[src/verilog/pdc_pkg.sv]
// Constants shared by the power-down control block.
// Assumes a 250 MHz ref_clk and a 32-bit AXI4-Lite register port.
package pdc_pkg;

	// Register byte offsets.
	localparam logic [7:0] OFF_CTRL    = 8'h00;
	localparam logic [7:0] OFF_DIV     = 8'h04;
	localparam logic [7:0] OFF_STATUS  = 8'h08;
	localparam logic [7:0] OFF_PEND    = 8'h0C;
	localparam logic [7:0] OFF_PDATA   = 8'h10;
	localparam logic [7:0] OFF_PDIR    = 8'h14;
	localparam logic [7:0] OFF_HELD_PC = 8'h18;
	localparam logic [7:0] OFF_EVCNT   = 8'h1C;

	// Values of the power_down_control register.
	localparam logic [7:0] CTRL_STOP_ARM = 8'h5A;
	localparam logic [7:0] CTRL_SLEEP    = 8'h0F;
	localparam logic [7:0] CTRL_RST      = 8'h00;

	// Interval timer clock division select and its reset value.
	localparam int         DIV_W         = 3;
	localparam logic [2:0] DIV_RST       = 3'h3; // Keeps the power-up wait short.
	localparam logic [2:0] DIV_MAX       = 3'h7;
	localparam logic [10:0] PRE_FULL     = 11'h7FF;

	// Basic interval timer count limits.
	localparam logic [7:0] BIT_START = 8'h00;
	localparam logic [7:0] BIT_END   = 8'hFF;

	// Wake source bit positions.
	localparam int WAKE_N   = 5;
	localparam int WK_EXT   = 0;
	localparam int WK_EC0   = 1;
	localparam int WK_EC1   = 2;
	localparam int WK_EC2   = 3;
	localparam int WK_SIO   = 4;

	// AXI4-Lite responses.
	localparam logic [1:0] RESP_OKAY   = 2'h0;
	localparam logic [1:0] RESP_SLVERR = 2'h2;

	// Power states, Gray coded along RUN, STOP, STAB.
	typedef enum logic [1:0] {
		ST_RUN   = 2'h0,
		ST_STOP  = 2'h1,
		ST_STAB  = 2'h3,
		ST_SLEEP = 2'h2
	} pdc_state_t;

endpackage

[src/verilog/pdc_edge_sync.sv]
// Two-stage synchroniser for one pin with a rising edge pulse output.
// Assumes the pin is asynchronous to ref_clk.
`timescale 1ns/1ps

module pdc_edge_sync (
	// Clock and reset.
	input  wire logic ref_clk,
	input  wire logic rst_b,
	// Pin and result.
	input  wire logic pin_in,
	output logic      rise_pulse
);

	logic meta_reg;
	logic sync_reg;
	logic last_reg;

	// Only sync_reg reads the first stage.
	always_ff @(posedge ref_clk) begin
		if (!rst_b) begin
			meta_reg <= 1'b0;
			sync_reg <= 1'b0;
			last_reg <= 1'b0;
		end else begin
			meta_reg <= pin_in;
			sync_reg <= meta_reg;
			last_reg <= sync_reg;
		end
	end

	// One-cycle pulse on each low to high change.
	assign rise_pulse = sync_reg & ~last_reg;

endmodule // pdc_edge_sync

[src/verilog/pdc_power_ctrl.sv]
// Power-down control: STOP and SLEEP entry, wake-up, stabilization wait.
// Assumes a CPU on ref_clk that pulses stop_exec and an AXI4-Lite master.
//
// The implementer's own choices: the register offsets and the AXI4-Lite slave port.
`timescale 1ns/1ps

// Behaviour
// - STOP halts oscillator, system clock and peripheral clock; registers kept.
// - STOP freezes timer, watchdog, buzzer and converter; latched state kept.
// - Port pins keep driving latched data and direction during STOP.
// - Held program counter is the address after the stop instruction.
// - STOP entered only by stop instruction with control holding 5AH.
// - STOP ends on reset, external interrupt, event inputs or serial port.
// - Reset restores control registers; memory contents are untouched.
// - Interrupt wake with mask flag 1 vectors to the service routine.
// - Interrupt wake with mask flag 0 resumes after stop, no vector.
// - On wake the interval timer restarts from 00 to FF; run at overflow.
// - In STOP the event counter still counts external edges.
// - In STOP the serial port runs only from its external clock.
// - After reset or wake the wait is one full interval timer cycle.
// - Reset returns the divider to default; reset wait uses it.
// - Writing 0FH to the control register enters SLEEP.
// - In SLEEP the oscillator and all peripherals keep running.
// - SLEEP ends on reset or any enabled interrupt.
// - Release from STOP clears the control register.
module pdc_power_ctrl (
	// Clock and reset.
	input  wire logic        ref_clk,
	input  wire logic        rst_b,
	// AXI4-Lite write channels.
	input  wire logic [7:0]  s_axi_awaddr,
	input  wire logic        s_axi_awvalid,
	output logic             s_axi_awready,
	input  wire logic [31:0] s_axi_wdata,
	input  wire logic [3:0]  s_axi_wstrb,
	input  wire logic        s_axi_wvalid,
	output logic             s_axi_wready,
	output logic [1:0]       s_axi_bresp,
	output logic             s_axi_bvalid,
	input  wire logic        s_axi_bready,
	// AXI4-Lite read channels.
	input  wire logic [7:0]  s_axi_araddr,
	input  wire logic        s_axi_arvalid,
	output logic             s_axi_arready,
	output logic [31:0]      s_axi_rdata,
	output logic [1:0]       s_axi_rresp,
	output logic             s_axi_rvalid,
	input  wire logic        s_axi_rready,
	// CPU side.
	input  wire logic        stop_exec,
	input  wire logic [15:0] stop_next_pc,
	input  wire logic        i_flag,
	input  wire logic        irq_any,
	output logic             cpu_run,
	output logic             cpu_resume,
	output logic             cpu_vector,
	output logic [15:0]      held_pc,
	// Wake pins.
	input  wire logic        ext_int_pin,
	input  wire logic        event_count_input_0,
	input  wire logic        event_count_input_1,
	input  wire logic        event_count_input_2,
	input  wire logic        serial_shift_port_req,
	input  wire logic        sio_ext_clk_sel,
	// Clock enables and ports.
	output logic             osc_en,
	output logic             sys_clk_en,
	output logic             periph_clk_en,
	output logic             sio_clk_en,
	output logic [7:0]       port_out,
	output logic [7:0]       port_oe_b,
	output logic [pdc_pkg::WAKE_N-1:0] wake_pending
);

	pdc_pkg::pdc_state_t state_reg;
	pdc_pkg::pdc_state_t state_next;

	logic [7:0]  ctrl_reg;
	logic [2:0]  div_reg;
	logic [10:0] pre_reg;
	logic [7:0]  bit_cnt_reg;
	logic [7:0]  pdata_reg;
	logic [7:0]  pdir_reg;
	logic [7:0]  evcnt_reg;
	logic [15:0] pc_reg;
	logic [pdc_pkg::WAKE_N-1:0] pend_reg;
	logic [pdc_pkg::WAKE_N-1:0] wake_raw;
	logic [pdc_pkg::WAKE_N-1:0] wake_ok;
	logic [pdc_pkg::WAKE_N-1:0] pend_clr;
	logic        irq_wake_reg;
	logic        resume_reg;
	logic        vector_reg;
	logic        aw_full_reg;
	logic        w_full_reg;
	logic [7:0]  aw_addr_reg;
	logic [31:0] w_data_reg;
	logic        w_lane0_reg;
	logic        bvalid_reg;
	logic [1:0]  bresp_reg;
	logic        rvalid_reg;
	logic [31:0] rdata_reg;
	logic [1:0]  rresp_reg;
	logic        wr_do;
	logic        wr_hit;
	logic        stop_wake;
	logic        sleep_wake;
	logic        bit_tick;
	logic        bit_ovf;
	logic [10:0] pre_mask;
	logic        ctrl_wr;
	logic        rst_wait_reg;

	// Each wake pin is synchronised and edge detected.
	for (genvar g = 0; g < pdc_pkg::WAKE_N; g++) begin : g_wake
		logic pin_sel;
		assign pin_sel = (g == pdc_pkg::WK_EXT) ? ext_int_pin :
			(g == pdc_pkg::WK_EC0) ? event_count_input_0 :
			(g == pdc_pkg::WK_EC1) ? event_count_input_1 :
			(g == pdc_pkg::WK_EC2) ? event_count_input_2 : serial_shift_port_req;
		pdc_edge_sync u_sync (
			.ref_clk    (ref_clk),
			.rst_b      (rst_b),
			.pin_in     (pin_sel),
			.rise_pulse (wake_raw[g])
		);
	end

	// The serial request only counts in STOP when its clock is external.
	always_comb begin
		wake_ok = wake_raw;
		if (state_reg == pdc_pkg::ST_STOP && !sio_ext_clk_sel) begin
			wake_ok[pdc_pkg::WK_SIO] = 1'b0;
		end
	end

	// Only the listed sources end STOP; SLEEP also takes any interrupt.
	assign stop_wake  = |wake_ok;
	assign sleep_wake = stop_wake | irq_any;

	// Write happens once both address and data are held.
	assign wr_do   = aw_full_reg & w_full_reg & ~bvalid_reg;
	assign ctrl_wr = wr_do & w_lane0_reg & (aw_addr_reg == pdc_pkg::OFF_CTRL);

	// Timer tick divides ref_clk by 2^(4+div); the wait after reset uses the reset division.
	assign pre_mask = pdc_pkg::PRE_FULL >> (pdc_pkg::DIV_MAX
		- (rst_wait_reg ? pdc_pkg::DIV_RST : div_reg));
	assign bit_tick = (pre_reg == pre_mask);
	assign bit_ovf  = bit_tick & (bit_cnt_reg == pdc_pkg::BIT_END);

	// Next power state.
	always_comb begin
		state_next = state_reg;
		case (state_reg)
			pdc_pkg::ST_RUN: begin
				if (stop_exec && ctrl_reg == pdc_pkg::CTRL_STOP_ARM) begin
					state_next = pdc_pkg::ST_STOP;
				end else if (ctrl_wr && w_data_reg[7:0] == pdc_pkg::CTRL_SLEEP) begin
					state_next = pdc_pkg::ST_SLEEP;
				end
			end
			pdc_pkg::ST_STOP: begin
				if (stop_wake) begin
					state_next = pdc_pkg::ST_STAB;
				end
			end
			pdc_pkg::ST_SLEEP: begin
				if (sleep_wake) begin
					state_next = pdc_pkg::ST_STAB;
				end
			end
			pdc_pkg::ST_STAB: begin
				if (bit_ovf) begin
					state_next = pdc_pkg::ST_RUN;
				end
			end
			default: state_next = pdc_pkg::ST_STAB;
		endcase
	end

	// Reset starts in the stabilization wait.
	always_ff @(posedge ref_clk) begin
		if (!rst_b) begin
			state_reg <= pdc_pkg::ST_STAB;
		end else begin
			state_reg <= state_next;
		end
	end

	// Marks the wait after reset, so a divider write made during it cannot change its length.
	always_ff @(posedge ref_clk) begin
		if (!rst_b) begin
			rst_wait_reg <= 1'b1;
		end else if (state_reg == pdc_pkg::ST_STAB && bit_ovf) begin
			rst_wait_reg <= 1'b0;
		end
	end

	// Interval timer: frozen in STOP, restarted at 00 on every wake.
	always_ff @(posedge ref_clk) begin
		if (!rst_b) begin
			pre_reg     <= '0;
			bit_cnt_reg <= pdc_pkg::BIT_START;
		end else if (state_reg != pdc_pkg::ST_STAB && state_next == pdc_pkg::ST_STAB) begin
			pre_reg     <= '0;
			bit_cnt_reg <= pdc_pkg::BIT_START;
		end else if (state_reg != pdc_pkg::ST_STOP) begin
			pre_reg <= bit_tick ? '0 : pre_reg + 11'h001;
			if (bit_tick) begin
				bit_cnt_reg <= bit_cnt_reg + 8'h01;
			end
		end
	end

	// Control register: whole-byte writes, cleared on STOP release.
	always_ff @(posedge ref_clk) begin
		if (!rst_b) begin
			ctrl_reg <= pdc_pkg::CTRL_RST;
		end else if (state_reg == pdc_pkg::ST_STOP) begin
			if (stop_wake) begin
				ctrl_reg <= pdc_pkg::CTRL_RST;
			end
		end else if (ctrl_wr) begin
			ctrl_reg <= w_data_reg[7:0];
		end
	end

	// Divider, port data and direction; reset restores defaults.
	always_ff @(posedge ref_clk) begin
		if (!rst_b) begin
			div_reg   <= pdc_pkg::DIV_RST;
			pdata_reg <= '0;
			pdir_reg  <= '0;
		end else if (wr_do && w_lane0_reg && state_reg != pdc_pkg::ST_STOP) begin
			if (aw_addr_reg == pdc_pkg::OFF_DIV) begin
				div_reg <= w_data_reg[pdc_pkg::DIV_W-1:0];
			end else if (aw_addr_reg == pdc_pkg::OFF_PDATA) begin
				pdata_reg <= w_data_reg[7:0];
			end else if (aw_addr_reg == pdc_pkg::OFF_PDIR) begin
				pdir_reg <= w_data_reg[7:0];
			end
		end
	end

	// Return address is caught at the stop instruction and held.
	always_ff @(posedge ref_clk) begin
		if (!rst_b) begin
			pc_reg <= '0;
		end else if (state_reg == pdc_pkg::ST_RUN && state_next == pdc_pkg::ST_STOP) begin
			pc_reg <= stop_next_pc;
		end
	end

	// Event counter on input 0 counts in every state, STOP included.
	always_ff @(posedge ref_clk) begin
		if (!rst_b) begin
			evcnt_reg <= '0;
		end else if (wake_raw[pdc_pkg::WK_EC0]) begin
			evcnt_reg <= evcnt_reg + 8'h01;
		end
	end

	// Pending wake bits: software clears by writing one, a new set wins.
	always_comb begin
		pend_clr = '0;
		if (wr_do && w_lane0_reg && aw_addr_reg == pdc_pkg::OFF_PEND) begin
			pend_clr = w_data_reg[pdc_pkg::WAKE_N-1:0];
		end
	end

	always_ff @(posedge ref_clk) begin
		if (!rst_b) begin
			pend_reg <= '0;
		end else begin
			pend_reg <= (pend_reg & ~pend_clr) | wake_ok;
		end
	end

	// Remember whether an interrupt or a reset started the wait.
	always_ff @(posedge ref_clk) begin
		if (!rst_b) begin
			irq_wake_reg <= 1'b0;
		end else if (state_reg != pdc_pkg::ST_STAB && state_next == pdc_pkg::ST_STAB) begin
			irq_wake_reg <= 1'b1;
		end else if (state_reg == pdc_pkg::ST_RUN) begin
			irq_wake_reg <= 1'b0;
		end
	end

	// Resume pulse at overflow; vector only when interrupts are unmasked.
	always_ff @(posedge ref_clk) begin
		if (!rst_b) begin
			resume_reg <= 1'b0;
			vector_reg <= 1'b0;
		end else begin
			resume_reg <= (state_reg == pdc_pkg::ST_STAB) & bit_ovf;
			vector_reg <= (state_reg == pdc_pkg::ST_STAB) & bit_ovf
				& irq_wake_reg & i_flag;
		end
	end

	// Write address and data are taken in either order.
	always_ff @(posedge ref_clk) begin
		if (!rst_b) begin
			aw_full_reg <= 1'b0;
			w_full_reg  <= 1'b0;
			aw_addr_reg <= '0;
			w_data_reg  <= '0;
			w_lane0_reg <= 1'b0;
		end else begin
			if (s_axi_awvalid && s_axi_awready) begin
				aw_full_reg <= 1'b1;
				aw_addr_reg <= s_axi_awaddr;
			end else if (wr_do) begin
				aw_full_reg <= 1'b0;
			end
			if (s_axi_wvalid && s_axi_wready) begin
				w_full_reg  <= 1'b1;
				w_data_reg  <= s_axi_wdata;
				w_lane0_reg <= s_axi_wstrb[0];
			end else if (wr_do) begin
				w_full_reg <= 1'b0;
			end
		end
	end

	// Write decode answers with OKAY, or SLVERR for an unmapped or read-only word.
	always_comb begin
		wr_hit = 1'b0;
		if (aw_addr_reg == pdc_pkg::OFF_CTRL || aw_addr_reg == pdc_pkg::OFF_DIV) begin
			wr_hit = 1'b1;
		end else if (aw_addr_reg == pdc_pkg::OFF_PEND || aw_addr_reg == pdc_pkg::OFF_PDATA) begin
			wr_hit = 1'b1;
		end else if (aw_addr_reg == pdc_pkg::OFF_PDIR) begin
			wr_hit = 1'b1;
		end
	end

	always_ff @(posedge ref_clk) begin
		if (!rst_b) begin
			bvalid_reg <= 1'b0;
			bresp_reg  <= pdc_pkg::RESP_OKAY;
		end else if (wr_do) begin
			bvalid_reg <= 1'b1;
			bresp_reg  <= wr_hit ? pdc_pkg::RESP_OKAY : pdc_pkg::RESP_SLVERR;
		end else if (s_axi_bready) begin
			bvalid_reg <= 1'b0;
		end
	end

	// Read path, one read at a time.
	always_ff @(posedge ref_clk) begin
		if (!rst_b) begin
			rvalid_reg <= 1'b0;
			rdata_reg  <= '0;
			rresp_reg  <= pdc_pkg::RESP_OKAY;
		end else if (s_axi_arvalid && s_axi_arready) begin
			rvalid_reg <= 1'b1;
			rresp_reg  <= pdc_pkg::RESP_OKAY;
			rdata_reg  <= '0;
			if (s_axi_araddr == pdc_pkg::OFF_CTRL) begin
				rdata_reg[7:0] <= ctrl_reg;
			end else if (s_axi_araddr == pdc_pkg::OFF_DIV) begin
				rdata_reg[pdc_pkg::DIV_W-1:0] <= div_reg;
			end else if (s_axi_araddr == pdc_pkg::OFF_STATUS) begin
				rdata_reg[7:0] <= {6'h00, state_reg};
			end else if (s_axi_araddr == pdc_pkg::OFF_PEND) begin
				rdata_reg[pdc_pkg::WAKE_N-1:0] <= pend_reg;
			end else if (s_axi_araddr == pdc_pkg::OFF_PDATA) begin
				rdata_reg[7:0] <= pdata_reg;
			end else if (s_axi_araddr == pdc_pkg::OFF_PDIR) begin
				rdata_reg[7:0] <= pdir_reg;
			end else if (s_axi_araddr == pdc_pkg::OFF_HELD_PC) begin
				rdata_reg[15:0] <= pc_reg;
			end else if (s_axi_araddr == pdc_pkg::OFF_EVCNT) begin
				rdata_reg[15:0] <= {bit_cnt_reg, evcnt_reg};
			end else begin
				rresp_reg <= pdc_pkg::RESP_SLVERR;
			end
		end else if (s_axi_rready) begin
			rvalid_reg <= 1'b0;
		end
	end

	// Bus outputs.
	assign s_axi_awready = ~aw_full_reg;
	assign s_axi_wready  = ~w_full_reg;
	assign s_axi_bvalid  = bvalid_reg;
	assign s_axi_bresp   = bresp_reg;
	assign s_axi_arready = ~rvalid_reg;
	assign s_axi_rvalid  = rvalid_reg;
	assign s_axi_rdata   = rdata_reg;
	assign s_axi_rresp   = rresp_reg;

	// Clock enables decoded from the state flop; SLEEP keeps them on.
	assign osc_en        = (state_reg != pdc_pkg::ST_STOP);
	assign sys_clk_en    = (state_reg != pdc_pkg::ST_STOP);
	assign periph_clk_en = (state_reg != pdc_pkg::ST_STOP);
	assign sio_clk_en    = (state_reg != pdc_pkg::ST_STOP) | sio_ext_clk_sel;
	assign cpu_run       = (state_reg == pdc_pkg::ST_RUN);
	assign cpu_resume    = resume_reg;
	assign cpu_vector    = vector_reg;
	assign held_pc       = pc_reg;
	assign port_out      = pdata_reg;
	assign port_oe_b     = ~pdir_reg;
	assign wake_pending  = pend_reg;
endmodule // pdc_power_ctrl

[config.mk]
export PLATFORM = sky130hd
export DESIGN_NAME = pdc_power_ctrl
export DESIGN_NICKNAME = d
export VERILOG_FILES = /design/src/verilog/pdc_pkg.sv /design/src/verilog/pdc_edge_sync.sv /design/src/verilog/pdc_power_ctrl.sv
export SDC_FILE = /design/constraint.sdc
export NUM_CORES = 1
export LEC_CHECK = 0
export BUFFER_PORTS_ARGS = -buffer_cell sky130_fd_sc_hd__buf_4
export CORE_ASPECT_RATIO = 1.4
export CORE_MARGIN = 2
export CORE_UTILIZATION = 54
export CTS_BUF_LIST = sky130_fd_sc_hd__clkbuf_4 sky130_fd_sc_hd__clkbuf_8
export DETAILED_ROUTE_END_ITERATION = 8
export GPL_TIMING_DRIVEN = 0
export PLACE_DENSITY = 0.87
export SETUP_SLACK_MARGIN = 0.1
export SLEW_MARGIN = 20
export SYNTH_ARGS = -nofsm -noshare
export SYNTH_HDL_FRONTEND = slang
export SYNTH_SLANG_ARGS = --single-unit
[constraint.sdc]
create_clock -name ref_clk -period 2.5 [get_ports ref_clk]
set_clock_uncertainty 0.05 [all_clocks]
set_input_delay 0.125 -clock ref_clk [delete_from_list [all_inputs] [get_ports ref_clk]]
set_output_delay 0.125 -clock ref_clk [all_outputs]
set_load 0.01 [all_outputs]
==> load_flow_metrics.sql <==
INSERT INTO impl_metrics (metric_group, metric, value, unit) VALUES
('status', 'run_status', 'complete, no violations', ''),
('sta', 'finalCritPeriodShare', '93.0', '%'),
('clocking', 'worstSkewPairLatency', '450', 'ps'),
('power', 'clock_power_share', '43.8', '%'),
('hold_path', 'holdPathStages', '3', ''),
('sta', 'final-setup-viol-count', '0', ''),
('place', 'gp_congestion', '0.962', ''),
('floorplan', 'die_y', '129', 'um'),
('logic_synthesis', 'synth_cell_types', '55', ''),
('floorplan', 'design.die.area', '12100', 'um^2'),
('sta', 'setup-tns-final', '0', 'ps'),
('floorplan', 'design.core.area', '10900', 'um^2'),
('sta', 'max-slew-margin-rel', '43.5', '%'),
('clocking', 'path_clk_slew', '80', 'ps'),
('setup_path', 'reg2reg_depth', '6', ''),
('logic_synthesis', 'post_synth_top_cells', '135 x dfxtp_1, 84 x nand2_1, 41 x nor2b_1', ''),
('logic_synthesis', 'cell_with_the_most_instances_after_synthesis', 'dfxtp_1', ''),
('sta', 'fmaxAchievable', '430', 'MHz'),
('setup_path', 'setup.worst_path.end_class', 'flip-flop', ''),
('logic_synthesis', 'synth_top_area_share', '44.8', '%'),
('floorplan', 'io_pins', '169', ''),
('sta', 'hold_viol_final', '0', ''),
('logic_synthesis', 'synth-async-reset-ratio', '0', '%'),
('logic_synthesis', 'synth.largest_area_cell', 'dfxtp_1', ''),
('route', 'routed_via_density', '5.62', ''),
('logic_synthesis', 'mean_cell_area_of_the_mapped_netlist', '9.15', 'um^2'),
('clocking', 'cts_root_buffer', 'clkbuf_8', ''),
('logic_synthesis', 'synth_flop_cell', 'dfxtp_1', ''),
('setup_path', 'worstReg2RegEnd', 'div_reg[0]', ''),
('setup_path', 'crit_path_start_kind', 'flip-flop', ''),
('route', 'postRouteWirelength', '17900', 'um'),
('grt', 'global_route.usage.total', '29.7', '%'),
('setup_path', 'critical_path.reg2reg.startpoint', 'aw_addr_reg[1]', ''),
('sta', 'final_worst_setup_slack', '175', 'ps'),
('setup_path', 'crit_path_max_fanout', '4', ''),
('cells_and_area', 'area_growth', '34.0', '%'),
('cells_and_area', 'final.fill_count', '723', ''),
('clocking', 'cts_post_setup_buffers_inserted', '0', ''),
('power', 'ir_worst_vdd', '0.432', 'mV'),
('hold_path', 'holdPathEnd', 'irq_wake_reg', ''),
('grt', 'gr-total-overflow', '0', ''),
('route', 'dr.first_iter.drc_count', '497', ''),
('hold_path', 'type_of_the_worst_min_delay_path', 'in -> reg', ''),
('cells_and_area', 'antenna_cells_inserted', '0', ''),
('clocking', 'cts_tree', 'yes', ''),
('power', 'p_int', '0.00367', 'W'),
('setup_path', 'critical_path_arrival', '2580', 'ps'),
('grt', 'grt_max_degree', '17', ''),
('clocking', 'tritoncts_num_sinks', '135', ''),
('setup_path', 'setup.worst_path.start', 'aw_addr_reg[1]', ''),
('clocking', 'ctsHtreeMaxLevel', '4', ''),
('grt', 'number_of_antenna_violations_at_the_first_check_in_global_routing', '0', ''),
('route', 'route.detailed.drc', '0', ''),
('sta', 'period_minus_slack', '2320', 'ps'),
('place', 'place_ws', '198', 'ps'),
('logic_synthesis', 'synth_area', '6040', 'um^2'),
('grt', 'wire_length_of_the_first_global_routing_pass', '27700', 'um'),
('floorplan', 'rows', '45', ''),
('setup_path', 'critical_path_class', 'reg -> reg', ''),
('power', 'total_net_switching_power', '0.00112', 'W'),
('power', 'combinationalPowerShare', '9.2', '%'),
('grt', 'grt_pass1_vias', '5544', ''),
('sta', 'final-max-slew-violation-count', '0', ''),
('cells_and_area', 'final_net_count', '947', ''),
('route', 'final_antenna_net_count', '0', ''),
('power', 'power', '0.00479', 'W'),
('power', 'fraction_of_power_spent_switching_nets', '23.4', '%'),
('logic_synthesis', 'postSynthCellCount', '660', ''),
('cells_and_area', 'fin_util', '74.5', '%'),
('clocking', 'numCtsBuffers', '17', ''),
('cells_and_area', 'post_route_cells_drive_above_1_share', '23.9', '%');
==> metrics by stage <==
stage,hold WS [ps],instances,cell area (um^2)
after global routing,62.6,1014,8090
after global placement,287,938,7180
after floorplan,191,677,6100
final,21.0,1014,8090
after CTS,9.49,1014,8080
after detailed placement,288,938,7180
==> worst max-delay path by stage <==
stage	cells past startpoint	endpoint
6_report	6	div_reg[0]
5_1_grt	7	pdir_reg[6]
3_3_place_gp	7	pdir_reg[6]
3_5_place_dp	7	pdir_reg[6]
2_1_floorplan	7	ctrl_reg[0]
4_1_cts	7	pdir_reg[6]
==> layer usage <==
layer  track usage, %  wire length [um]  vias up  part of all wire, %
met3             5.76              1140       55                  6.3
met4             14.4               661        0                  3.7
li1                 -                 -     2646                    -
met1             32.2              6430     2705                   36
met2             54.8              9670      288                   54
met5                0                 0        -                    0
==> power by group through the flow <==
stage	Clock [W]	Sequential (W)	Combinational, W
after floorplan	0	0.00229	0.000213
after global routing	0.00219	0.00226	0.000474
final	0.00210	0.00225	0.000441
after CTS	0.00209	0.00225	0.000430
after global placement	0	0.00230	0.000360
after detailed placement	0	0.00230	0.000371
==> area by class of cell <==
| type | count | area [um^2] | area share, % |
|---|---|---|---|
| buffer | 58 | 310 | 3.84 |
| clock buffer | 19 | 262 | 3.23 |
| clock inverter | 13 | 201 | 2.49 |
| inverter | 18 | 67.6 | 0.835 |
| multi-input combinational | 466 | 3030 | 37.4 |
| sequential | 135 | 2700 | 33.4 |
| tap | 141 | 176 | 2.18 |
| timing repair buffer | 164 | 1340 | 16.6 |
==> worst max-delay path, stage by stage (launching register included) <==
cell       delay [ps]
dfxtp_1           320
or4_1             580
nand4bb_4         270
nor3_2            190
nor3b_2           460
mux2i_1           250
nand2_1            70
==> cells by family after synthesis <==
group / Yosys count / share of synthesized area [%]
fa+ha+maj: 3 / 0.622
other cells: 1 / 0.0621
buf+inv: 76 / 6.22
simple gates: 270 / 24.0
mux: 47 / 9.86
xor+xnor: 17 / 2.47
compound gates: 111 / 12.0
flops: 135 / 44.8
==> layout by cell type (no fill, tap or decap), types with 8 or more instances in the layout <==
master,instances
mux2i_1,37
clkbuf_8,19
buf_2,9
nand2_1,84
inv_1,18
nor2b_1,41
dfxtp_1,134
nand4_1,11
a21oi_1,18
nand3_1,26
xnor2_1,8
conb_1,18
dlygate4sd3_1,44
buf_4,141
o21ai_0,33
clkbuf_1,24
o211a_1,8
a21boi_0,11
o21ai_1,13
nor2_1,29
and2_1,32
xor2_1,9
mux4_2,10
a22o_1,8
==> what timing repair did <==
| item | CTS | global route |
|---|---|---|
| hold buffers | 44 | 0 |
| endpoints found under the setup margin | 0 | 13 |
| resized for setup | 0 | 6 |
| hold endpoints to repair | 43 | 0 |
No activity file was read; power rests on OpenSTA's default activity.
